[src/servo_stop_pkg.sv]
/*
 * Indices, reset values, codes and types of the stop/homing block.
 * Assumes one clock and object access by index and sub-index.
 */
package servo_stop_pkg;

   // Object indices and sub-indices
   localparam logic [15:0] IDX_QS_DECEL      = 16'h6085;
   localparam logic [15:0] IDX_PROFILE_TYPE  = 16'h6086;
   localparam logic [15:0] IDX_TORQUE_SLOPE  = 16'h6087;
   localparam logic [15:0] IDX_HOME_METHOD   = 16'h6098;
   localparam logic [15:0] IDX_HOME_SPEEDS   = 16'h6099;
   localparam logic [7:0]  SUB_COUNT         = 8'h00;
   localparam logic [7:0]  SUB_SWITCH_SPEED  = 8'h01;
   localparam logic [7:0]  SUB_ZERO_SPEED    = 8'h02;
   localparam logic [7:0]  HOME_SPEED_COUNT  = 8'h02;

   // Reset values
   localparam logic [31:0] QS_DECEL_RST      = 32'h7FFFFFFF;
   localparam logic [15:0] PROFILE_TYPE_RST  = 16'h0000;
   localparam logic [15:0] PROFILE_LINEAR    = 16'h0000;
   localparam logic [31:0] TORQUE_SLOPE_RST  = 32'hFFFFFFFF;
   localparam logic [7:0]  HOME_METHOD_RST   = 8'h01;
   localparam logic [31:0] SWITCH_SPEED_RST  = 32'h00000064;
   localparam logic [31:0] ZERO_SPEED_RST    = 32'h0000000A;
   localparam logic [31:0] ZERO_SUBSTITUTE   = 32'h00000001;

   // Control word and option codes
   localparam logic [15:0] CW_QUICK_STOP     = 16'h0002;
   localparam logic [15:0] OPT_CODE_1        = 16'h0001;
   localparam logic [15:0] OPT_CODE_2        = 16'h0002;
   localparam logic [15:0] OPT_CODE_5        = 16'h0005;
   localparam logic [15:0] OPT_CODE_6        = 16'h0006;

   // Homing method codes
   localparam logic [7:0]  METHOD_MAX        = 8'h23;
   localparam logic [7:0]  METHOD_STD_FIRST  = 8'h01;
   localparam logic [7:0]  METHOD_STD_LAST   = 8'h0E;
   localparam logic [7:0]  METHOD_CO_FIRST   = 8'h11;
   localparam logic [7:0]  METHOD_CO_LAST    = 8'h1E;
   localparam logic [7:0]  METHOD_CO_OFFSET  = 8'h10;
   localparam logic [7:0]  METHOD_INDEX_REV  = 8'h21;
   localparam logic [7:0]  METHOD_INDEX_FWD  = 8'h22;
   localparam logic [7:0]  METHOD_HERE       = 8'h23;
   // Bit n set: method n+1 searches forward
   localparam logic [13:0] HOME_FWD_MASK     = 14'h03E2;

   // Kind of homing run chosen from the method code
   typedef enum logic [2:0] {
      KIND_NONE     = 3'h0,
      KIND_STD      = 3'h1,
      KIND_COINCIDE = 3'h2,
      KIND_INDEX    = 3'h3,
      KIND_HERE     = 3'h4
   } home_kind_t;

   // Homing sequencer states
   typedef enum logic [5:0] {
      ST_IDLE       = 6'b000001,
      ST_SEEK_DEC   = 6'b000010,
      ST_DECEL      = 6'b000100,
      ST_SEEK_HOME  = 6'b001000,
      ST_SEEK_INDEX = 6'b010000,
      ST_DONE       = 6'b100000
   } home_state_t;

endpackage

[src/homing_if.sv]
/*
 * Carrier from the parameter block to the homing sequencer.
 * Assumes both ends on clk_in, pins already synchronised.
 */
`timescale 1ns/1ps
interface homing_if;
   import servo_stop_pkg::*;

   // Command side
   logic       start;
   logic       abort;
   home_kind_t kind;
   // Synchronised pin levels and same-clock slow-down done level
   logic       decel_sw;
   logic       home_sw;
   logic       index_p;
   logic       decel_done;
   // Sequencer status
   logic       busy;
   logic       done;
   logic       sel_zero;
   logic       mask_home;

   modport ctrl (output start, abort, kind, decel_sw, home_sw,
                 index_p, decel_done,
                 input  busy, done, sel_zero, mask_home);
   modport seq  (input  start, abort, kind, decel_sw, home_sw,
                 index_p, decel_done,
                 output busy, done, sel_zero, mask_home);
endinterface

[src/pin_sync.sv]
/*
 * Two-flop synchroniser for asynchronous pin levels.
 * Assumes no pulse narrower than two clocks.
 */
`timescale 1ns/1ps
module pin_sync #(
   parameter int W = 3
) (
   // Clock and reset
   input  wire logic         clk_in,
   input  wire logic         resetn_in,
   // Pins and synchronised levels
   input  wire logic [W-1:0] pins_in,
   output logic      [W-1:0] sync_out
);
   logic [W-1:0] meta_q;

   // Refuse an empty group
   if (W < 1) begin : g_check
      $error("pin_sync needs at least one pin");
   end

   // First stage is read only by the second
   always_ff @(posedge clk_in) begin
      if (!resetn_in) begin
         meta_q   <= '0;
         sync_out <= '0;
      end else begin
         meta_q   <= pins_in;
         sync_out <= meta_q;
      end
   end
endmodule

[src/homing_seq.sv]
/*
 * Homing sequencer: switch search, slow-down, zero search, index.
 * Assumes synchronised pins and a same-clock slow-down done level.
 */
`timescale 1ns/1ps
module homing_seq
   import servo_stop_pkg::*;
(
   // Clock and reset
   input  wire logic clk_in,
   input  wire logic resetn_in,
   // Link to the parameter block
   homing_if.seq     hs
);
   home_state_t state_q;
   home_kind_t  kind_q;
   logic        decel_prev_q;
   logic        home_prev_q;
   logic        index_prev_q;
   logic        decel_rise;
   logic        home_rise;
   logic        index_rise;

   // Edge detection
   always_ff @(posedge clk_in) begin
      if (!resetn_in) begin
         decel_prev_q <= 1'b0;
         home_prev_q  <= 1'b0;
         index_prev_q <= 1'b0;
      end else begin
         decel_prev_q <= hs.decel_sw;
         home_prev_q  <= hs.home_sw;
         index_prev_q <= hs.index_p;
      end
   end

   assign decel_rise = hs.decel_sw & ~decel_prev_q;
   assign home_rise  = hs.home_sw & ~home_prev_q;
   assign index_rise = hs.index_p & ~index_prev_q;

   // Homing state machine
   always_ff @(posedge clk_in) begin
      if (!resetn_in) begin
         state_q <= ST_IDLE;
         kind_q  <= KIND_NONE;
      end else if (hs.abort) begin
         state_q <= ST_IDLE;
      end else begin
         case (state_q)
            ST_IDLE, ST_DONE: begin
               if (hs.start) begin
                  kind_q <= hs.kind;
                  case (hs.kind)
                     KIND_STD, KIND_COINCIDE: state_q <= ST_SEEK_DEC;
                     KIND_INDEX:              state_q <= ST_SEEK_INDEX; // RULE13
                     KIND_HERE:               state_q <= ST_DONE; // RULE13
                     default:                 state_q <= state_q;
                  endcase
               end
            end
            ST_SEEK_DEC: begin
               if (decel_rise) begin
                  state_q <= ST_DECEL;
               end
            end
            ST_DECEL: begin
               // Home pin ignored here
               if (hs.decel_done) begin
                  state_q <= ST_SEEK_HOME; // RULE12
               end
            end
            ST_SEEK_HOME: begin
               if (home_rise) begin
                  // Coinciding kind ends at home
                  state_q <= (kind_q == KIND_COINCIDE) ? ST_DONE
                                                       : ST_SEEK_INDEX; // RULE14
               end
            end
            ST_SEEK_INDEX: begin
               if (index_rise) begin
                  state_q <= ST_DONE;
               end
            end
            default: state_q <= ST_IDLE;
         endcase
      end
   end

   // Status
   assign hs.busy      = ~(state_q == ST_IDLE || state_q == ST_DONE);
   assign hs.done      = (state_q == ST_DONE);
   assign hs.sel_zero  = (state_q == ST_SEEK_HOME ||
                          state_q == ST_SEEK_INDEX);
   assign hs.mask_home = (state_q == ST_DECEL); // RULE12
endmodule

[src/servo_stop_homing_params.sv]
/*
 * Stop and homing objects of a servo drive,
 * with stop selection and the homing sequencer.
 * Assumes object access and drive state on clk_in,
 * and the three homing pins
 * asynchronous to it.
 */
`timescale 1ns/1ps

// Behaviour
// RULE1: Quick stop with option 2/5 uses stored deceleration
// RULE2: Zero written to deceleration or slope becomes one
// RULE3: Profile type accepts only zero, linear
// RULE4: Torque slope, unsigned 32 bits, defaults all ones
// RULE5: Torque modes ramp down on listed stop codes
// RULE6: Slope above torque limit is clamped to limit
// RULE7: Methods 15, 16, 31, 32 do no homing
// RULE8: Homing speeds object holds two sub-entries
// RULE9: Switch search speed, 32 bits, defaults 100
// RULE10: Host should set a large switch speed
// RULE11: Zero search speed defaults 10, used near home
// RULE12: Home pin ignored while decelerating after switch
// RULE13: 33/34 seek index reverse/forward, 35 here
// RULE14: Methods 17-30 follow 1-14, home at point
module servo_stop_homing_params
   import servo_stop_pkg::*;
(
   // Clock and reset
   input  wire logic        clk_in,
   input  wire logic        resetn_in,
   // Object dictionary access
   input  wire logic        od_req_in,
   input  wire logic        od_wr_in,
   input  wire logic [15:0] od_index_in,
   input  wire logic [7:0]  od_sub_in,
   input  wire logic [31:0] od_wdata_in,
   output logic             od_ack_out,
   output logic             od_abort_out,
   output logic      [31:0] od_rdata_out,
   // Drive state from the same clock
   input  wire logic [15:0] control_word_in,
   input  wire logic [15:0] qs_option_in,
   input  wire logic [15:0] halt_option_in,
   input  wire logic        halt_in,
   input  wire logic        torque_mode_in,
   input  wire logic [31:0] torque_limit_in,
   input  wire logic        homing_start_in,
   input  wire logic        decel_done_in,
   // Homing pins, asynchronous
   input  wire logic        decel_sw_in,
   input  wire logic        home_sw_in,
   input  wire logic        index_in,
   // Stop controls
   output logic             qs_decel_active_out,
   output logic      [31:0] stop_decel_out,
   output logic             torque_ramp_stop_out,
   output logic      [31:0] torque_slope_eff_out,
   // Homing controls and status
   output logic             homing_busy_out,
   output logic             homing_done_out,
   output logic             homing_ignored_out,
   output logic      [31:0] home_speed_out,
   output logic             home_fwd_out,
   output logic             home_mask_out
);
   localparam int PIN_W = 3;

   homing_if hs ();

   // Stored objects
   logic [31:0] qs_decel_q;
   logic [15:0] profile_type_q;
   logic [31:0] torque_slope_q;
   logic [7:0]  home_method_q;
   logic [31:0] switch_speed_q;
   logic [31:0] zero_speed_q;
   // Access decode
   logic        wr_ok;
   logic        rd_ok;
   logic [31:0] rd_val;
   // Stop decode
   logic        qs_req;
   logic        qs_opt_decel;
   logic        qs_opt_torque;
   logic        halt_opt_torque;
   // Homing command
   logic        start_q;
   logic        fwd_q;
   home_kind_t  kind_q;
   logic [PIN_W-1:0] pins_sync;

   // Zero is never stored as a deceleration or a torque slope
   function automatic logic [31:0] no_zero(input logic [31:0] v);
      no_zero = (v == '0) ? ZERO_SUBSTITUTE : v; // RULE2
   endfunction

   // Method code to kind of run
   function automatic home_kind_t method_kind(input logic [7:0] m);
      if (m >= METHOD_STD_FIRST && m <= METHOD_STD_LAST) begin
         method_kind = KIND_STD;
      end else if (m >= METHOD_CO_FIRST && m <= METHOD_CO_LAST) begin
         method_kind = KIND_COINCIDE; // RULE14
      end else if (m == METHOD_INDEX_REV || m == METHOD_INDEX_FWD) begin
         method_kind = KIND_INDEX; // RULE13
      end else if (m == METHOD_HERE) begin
         method_kind = KIND_HERE; // RULE13
      end else begin
         method_kind = KIND_NONE; // RULE7
      end
   endfunction

   // Search direction of a method code
   function automatic logic method_fwd(input logic [7:0] m);
      logic [7:0] base;
      base = m;
      if (m >= METHOD_CO_FIRST && m <= METHOD_CO_LAST) begin
         base = m - METHOD_CO_OFFSET; // RULE14
      end
      if (m == METHOD_INDEX_FWD) begin
         method_fwd = 1'b1; // RULE13
      end else if (base >= METHOD_STD_FIRST && base <= METHOD_STD_LAST)
      begin
         method_fwd = HOME_FWD_MASK[4'(base - METHOD_STD_FIRST)];
      end else begin
         method_fwd = 1'b0;
      end
   endfunction

   // Pin synchroniser
   pin_sync #(
      .W         (PIN_W)
   ) u_sync (
      .clk_in    (clk_in),
      .resetn_in (resetn_in),
      .pins_in   ({index_in, home_sw_in, decel_sw_in}),
      .sync_out  (pins_sync)
   );

   // Homing sequencer
   homing_seq u_seq (
      .clk_in    (clk_in),
      .resetn_in (resetn_in),
      .hs        (hs.seq)
   );

   // Write acceptance per object
   always_comb begin
      wr_ok = 1'b0;
      case (od_index_in)
         IDX_QS_DECEL:     wr_ok = (od_sub_in == SUB_COUNT);
         IDX_TORQUE_SLOPE: wr_ok = (od_sub_in == SUB_COUNT);
         IDX_PROFILE_TYPE: wr_ok = (od_sub_in == SUB_COUNT) &&
                                   (od_wdata_in[15:0] == PROFILE_LINEAR); // RULE3
         IDX_HOME_METHOD:  wr_ok = (od_sub_in == SUB_COUNT) &&
                                   (od_wdata_in[7:0] <= METHOD_MAX);
         IDX_HOME_SPEEDS:  wr_ok = (od_sub_in == SUB_SWITCH_SPEED) ||
                                   (od_sub_in == SUB_ZERO_SPEED);
         default:          wr_ok = 1'b0;
      endcase
   end

   // Read mux, narrow objects low
   always_comb begin
      rd_ok  = 1'b1;
      rd_val = '0;
      case (od_index_in)
         IDX_QS_DECEL:     rd_val = qs_decel_q;
         IDX_PROFILE_TYPE: rd_val = {16'h0000, profile_type_q};
         IDX_TORQUE_SLOPE: rd_val = torque_slope_q;
         IDX_HOME_METHOD:  rd_val = {24'h000000, home_method_q};
         IDX_HOME_SPEEDS: begin
            case (od_sub_in)
               SUB_COUNT:        rd_val = {24'h000000, HOME_SPEED_COUNT}; // RULE8
               SUB_SWITCH_SPEED: rd_val = switch_speed_q;
               SUB_ZERO_SPEED:   rd_val = zero_speed_q;
               default:          rd_ok  = 1'b0;
            endcase
         end
         default:          rd_ok = 1'b0;
      endcase
      if (od_index_in != IDX_HOME_SPEEDS && od_sub_in != SUB_COUNT) begin
         rd_ok = 1'b0;
      end
   end

   // Object storage
   always_ff @(posedge clk_in) begin
      if (!resetn_in) begin
         qs_decel_q     <= QS_DECEL_RST; // RULE1
         profile_type_q <= PROFILE_TYPE_RST; // RULE3
         torque_slope_q <= TORQUE_SLOPE_RST; // RULE4
         home_method_q  <= HOME_METHOD_RST;
         switch_speed_q <= SWITCH_SPEED_RST; // RULE9
         zero_speed_q   <= ZERO_SPEED_RST; // RULE11
      end else if (od_req_in && od_wr_in && wr_ok) begin
         case (od_index_in)
            IDX_QS_DECEL:     qs_decel_q     <= no_zero(od_wdata_in); // RULE2
            IDX_PROFILE_TYPE: profile_type_q <= od_wdata_in[15:0];
            IDX_TORQUE_SLOPE: torque_slope_q <= no_zero(od_wdata_in); // RULE2
            IDX_HOME_METHOD:  home_method_q  <= od_wdata_in[7:0];
            IDX_HOME_SPEEDS: begin
               if (od_sub_in == SUB_SWITCH_SPEED) begin
                  switch_speed_q <= od_wdata_in; // RULE9
               end else begin
                  zero_speed_q <= od_wdata_in; // RULE11
               end
            end
            default: qs_decel_q <= qs_decel_q;
         endcase
      end
   end

   // Access answer
   always_ff @(posedge clk_in) begin
      if (!resetn_in) begin
         od_ack_out   <= 1'b0;
         od_abort_out <= 1'b0;
         od_rdata_out <= '0;
      end else begin
         od_ack_out   <= od_req_in;
         od_abort_out <= od_req_in && (od_wr_in ? !wr_ok : !rd_ok);
         if (od_req_in && !od_wr_in && rd_ok) begin
            od_rdata_out <= rd_val;
         end
      end
   end

   // Stop request decode
   assign qs_req          = (control_word_in == CW_QUICK_STOP);
   assign qs_opt_decel    = (qs_option_in == OPT_CODE_2) ||
                            (qs_option_in == OPT_CODE_5);
   assign qs_opt_torque   = (qs_option_in == OPT_CODE_1) ||
                            (qs_option_in == OPT_CODE_2) ||
                            (qs_option_in == OPT_CODE_5) ||
                            (qs_option_in == OPT_CODE_6);
   assign halt_opt_torque = (halt_option_in == OPT_CODE_1) ||
                            (halt_option_in == OPT_CODE_2);

   // Stop deceleration selection
   always_ff @(posedge clk_in) begin
      if (!resetn_in) begin
         qs_decel_active_out <= 1'b0;
         stop_decel_out      <= QS_DECEL_RST;
      end else begin
         qs_decel_active_out <= qs_req && qs_opt_decel; // RULE1
         stop_decel_out      <= qs_decel_q; // RULE1
      end
   end

   // Torque-mode ramp stop and slope limit
   always_ff @(posedge clk_in) begin
      if (!resetn_in) begin
         torque_ramp_stop_out <= 1'b0;
         torque_slope_eff_out <= '0;
      end else begin
         torque_ramp_stop_out <= torque_mode_in &&
                                 ((qs_req && qs_opt_torque) ||
                                  (halt_in && halt_opt_torque)); // RULE5
         torque_slope_eff_out <= (torque_slope_q > torque_limit_in) ?
                                 torque_limit_in : torque_slope_q; // RULE6
      end
   end

   // Homing start gating
   always_ff @(posedge clk_in) begin
      if (!resetn_in) begin
         start_q            <= 1'b0;
         kind_q             <= KIND_NONE;
         fwd_q              <= 1'b0;
         homing_ignored_out <= 1'b0;
      end else begin
         start_q <= 1'b0;
         if (homing_start_in && !hs.busy) begin
            kind_q <= method_kind(home_method_q);
            fwd_q  <= method_fwd(home_method_q);
            if (method_kind(home_method_q) == KIND_NONE) begin
               homing_ignored_out <= 1'b1; // RULE7
            end else begin
               homing_ignored_out <= 1'b0;
               start_q            <= 1'b1;
            end
         end
      end
   end

   // Sequencer command and pin levels
   assign hs.start      = start_q;
   assign hs.abort      = qs_req || halt_in;
   assign hs.kind       = kind_q;
   assign hs.decel_sw   = pins_sync[0];
   assign hs.home_sw    = pins_sync[1];
   assign hs.index_p    = pins_sync[2];
   assign hs.decel_done = decel_done_in;

   // Speed reference
   always_ff @(posedge clk_in) begin
      if (!resetn_in) begin
         home_speed_out <= '0;
         home_fwd_out   <= 1'b0;
      end else begin
         home_fwd_out <= fwd_q;
         if (!hs.busy) begin
            home_speed_out <= '0;
         end else if (hs.sel_zero) begin
            home_speed_out <= zero_speed_q; // RULE11
         end else begin
            home_speed_out <= switch_speed_q; // RULE9
         end
      end
   end

   // Homing status
   assign homing_busy_out = hs.busy;
   assign homing_done_out = hs.done;
   assign home_mask_out   = hs.mask_home;
endmodule

[config.mk]
export PLATFORM = sky130hd
export DESIGN_NAME = servo_stop_homing_params
export DESIGN_NICKNAME = d
export VERILOG_FILES = /design/src/servo_stop_pkg.sv /design/src/homing_if.sv /design/src/pin_sync.sv /design/src/homing_seq.sv /design/src/servo_stop_homing_params.sv
export SDC_FILE = /design/constraint.sdc
export NUM_CORES = 1
export LEC_CHECK = 0
export BUFFER_PORTS_ARGS = -buffer_cell sky130_fd_sc_hd__buf_2
export CAP_MARGIN = 15
export CORE_ASPECT_RATIO = 1.5
export CORE_UTILIZATION = 55
export DETAILED_ROUTE_END_ITERATION = 10
export GPL_ROUTABILITY_DRIVEN = 0
export PLACE_DENSITY = 0.89
export SYNTH_ARGS = -nofsm -noshare
export SYNTH_HDL_FRONTEND = slang
export SYNTH_SLANG_ARGS = --single-unit
export TNS_END_PERCENT = 1
[constraint.sdc]
create_clock -name clk_in -period 3.7 [get_ports clk_in]
set_clock_uncertainty 0.2 [all_clocks]
set_input_delay 0.74 -clock clk_in [delete_from_list [all_inputs] [get_ports clk_in]]
set_output_delay 0.74 -clock clk_in [all_outputs]
set_load 0.05 [all_outputs]
==> run metrics <==
synth unique cells 67; Worst Setup End Kind flop; number of global-route vias before repair 11,923; Pre-antenna DRT Iters 6; Remaining Overflow, GRT 0; actual slew at the worst max-slew pin 1065 ps; startpoint class of the critical path primary input; Clock Pin Slew Worst Setup and Hold Paths 70 ps; H-tree levels 1; Final Hold Viols 0; Crit Path Max Fanout 20; share of layout cells above drive strength 1 0.2316; Num CTS Buffers 28; CP required 3910 ps; final setup fails 0; vias post-DR 12,041; Worst slew margin 0.2798; Initial Utilization 0.5638; GRT Util Overall 0.3071; run status completed; DIE HEIGHT 193.8 um; Clock Tree Buf Depth 3; fin util 0.6766; sequential area share after synthesis 0.4588; Final ANT Viol Nets 0; cell area power density 436.7 nW/um^2; initial antenna violation count 3; period utilisation layout 0.8461; # rows 69; die width 129.8 um; full die area 25,160 um^2; Setup TNS 0 ps; post-CTS sizing 0; leakage 7.296 nW; Post CTS Setup Buffer Count 0; crit path kind primary input to flop; synthesis-stage register bit count 309; final cell count without fillers 2,057; syn nets 1,645; MaxCap Viol Count 0; dpl cells 2,002; Final Max Tran Viols 0; clock sink count 309; Mapped Area 13,480 um^2; # IOs 284; port bufs 283; CTS tree built; clk_lat worst skew 560 ps; vias per cell 5.854; DRC violations left 0; hpwl dp 26,510 um; ys async rst share 0; Yosys warning count 0; largest net degree at the start of global routing 74; Worst Hold Class primary input to flop; Fmax 319.4 MHz; global-route wire length before repair 61,040 um; initial DRC count 932; CTS Hold Bufs 0; Primary FF master, synth dfxtp_1; Placeable Area 23,910 um^2; DR WL/cell 19.08 um; Peak VDD IR 354.3 uV; CP arrival 3340 ps; EDFF count, synth 0; Layout Nets 1,901; cells after synthesis 1,458; Syn Area/Cell 9.247 um^2; DRT Wirelength 39,250 um; area grow syn2layout 20.02%; Clock Tree Root clkbuf_16; minimum clock period after layout 3131 ps; RSZ-0062 raised after global routing false
-- cells in the mapped netlist, types with 3 or more instances --
| cell type | count | area (um^2) |
|---|---|---|
| buf_2 | 20 | 100.1 |
| clkbuf_1 | 62 | 232.7 |
| a21o_1 | 4 | 30.03 |
| o211ai_1 | 22 | 165.2 |
| nand2_1 | 288 | 1081 |
| inv_1 | 47 | 176.4 |
| nand2b_1 | 36 | 225.2 |
| o211a_1 | 17 | 170.2 |
| o22a_1 | 16 | 140.1 |
| and2_1 | 31 | 193.9 |
| nor2_1 | 29 | 108.9 |
| o21a_1 | 3 | 22.52 |
| nor4_1 | 21 | 131.4 |
| xor2_1 | 3 | 26.28 |
| a22oi_1 | 41 | 307.8 |
| ha_1 | 40 | 500.5 |
| a222oi_1 | 8 | 80.08 |
| nand4b_1 | 3 | 26.28 |
| buf_4 | 3 | 22.52 |
| o21ai_0 | 26 | 130.1 |
| buf_6 | 3 | 33.78 |
| nand3_1 | 15 | 75.07 |
| buf_1 | 4 | 15.01 |
| a21boi_0 | 5 | 37.54 |
| nor3_1 | 15 | 75.07 |
| a21boi_1 | 26 | 195.2 |
| a21oi_1 | 73 | 365.4 |
| or3_1 | 3 | 18.77 |
| dfxtp_1 | 309 | 6186 |
| and3_1 | 7 | 43.79 |
| nand3b_1 | 5 | 37.54 |
| mux2i_1 | 152 | 1521 |
| mux2_2 | 16 | 180.2 |
| nand4_1 | 13 | 81.33 |
| a211oi_1 | 3 | 22.52 |
| nor2b_1 | 46 | 287.8 |
-- layout by cell type, fill, tap and decap left out, types with 3 or more instances in the layout --
cell type	count
dfxtp_1	309
nand2_1	288
buf_2	283
mux2i_1	152
a21oi_1	73
inv_1	47
nor2b_1	44
a22oi_1	40
ha_1	40
nand2b_1	36
buf_4	33
and2_1	31
nor2_1	29
clkbuf_16	28
o21ai_0	26
a21boi_1	26
o211ai_1	22
nor4_1	21
o211a_1	17
o22a_1	16
mux2_2	16
nand3_1	15
nor3_1	14
nand4_1	13
a222oi_1	8
and3_1	7
clkinv_2	6
clkbuf_8	6
nand3b_1	5
a21boi_0	5
clkbuf_1	5
a21o_1	4
xor2_1	3
or3_1	3
nand4b_1	3
o21a_1	3
a211oi_1	3
bufinv_16	3
-- critical path, stage by stage --
cell and delay (ps):
buf_2 160, nor4b_1 930, nand2_1 230, a211oi_2 310
and4b_2 280, buf_4 340, mux2i_1 260, nand2_1 80
-- layout make-up --
class	count	area, um^2
multi-input cells	1010	6755
repair buffers	318	1695
fillers	1841	7734
flip-flops and latches	309	6186
clock buffers	39	802.0
clock inverters	13	161.4
diodes	2	5.005
well taps	319	399.1
inverters	47	176.4
-- routing by layer --
layer / wire (um) / GRT usage / part of all wire
met1: 14400 / 0.3399 / 0.37
met2: 19760 / 0.5383 / 0.50
met3: 2510 / 0.04470 / 0.064
met4: 2570 / 0.1990 / 0.065
met5: 9 / 0 / 0.00023
-- power breakdown --
| group | switching, mW | total [mW] | internal, mW |
|---|---|---|---|
| logic | 0.437 | 0.641 | 0.204 |
| registers | 0.0184 | 3.39 | 3.37 |
| clock network | 1.30 | 3.03 | 1.73 |
| total | 1.76 | 7.07 | 5.31 |
-- kinds of logic after synthesis --
logic type               after synthesis  share of synthesized area
flip-flops                           309                     0.4588
multiplexers                         168                     0.1262
XOR/XNOR                               5                   0.003249
AND/OR/NAND/NOR                      533                     0.1929
buffers and inverters                139                    0.04306
adder cells (fa/ha/maj)               40                    0.03712
AO/OA/AOI/OAI                        264                     0.1386
-- flip-flops by register name, summed over array words and instances (netlist names), 3 cells and up --
name and flops:
profile_type_q 16, u_sync.meta_q 3, home_speed_out 32, zero_speed_q 32, torque_slope_q 32, stop_decel_out 32
od_rdata_out 32, switch_speed_q 32, hs.kind 3, u_seq.state_q 6, qs_decel_q 32, u_sync.sync_out 3
home_method_q 8, u_seq.kind_q 3, torque_slope_eff_out 32
-- metrics by stage --
stage	setup slack [ps]	instance area, um^2	power (mW)	hold slack, ps
floorplan	854.4	13480	3.857	211.9
global placement	518.1	15210	4.082	213.8
detailed placement	426.9	15210	4.095	218.4
CTS	748.4	16170	7.069	190.1
global route	536.5	16180	7.243	193.7
finish	569.4	16180	7.066	198.6
-- path summary, 6_finish.rpt --
path	start	to	slack (ps)	depth (start not counted)
max	od_index_in[0]	qs_decel_q[15]	570	8
min	index_in	u_sync.meta_q[2]	200	2
max reg2reg	torque_slope_q[11]	torque_slope_eff_out[10]	950	7
min reg2reg	u_sync.meta_q[2]	u_sync.sync_out[2]	230	1
Note: power is estimated with default switching activity, not from simulation.
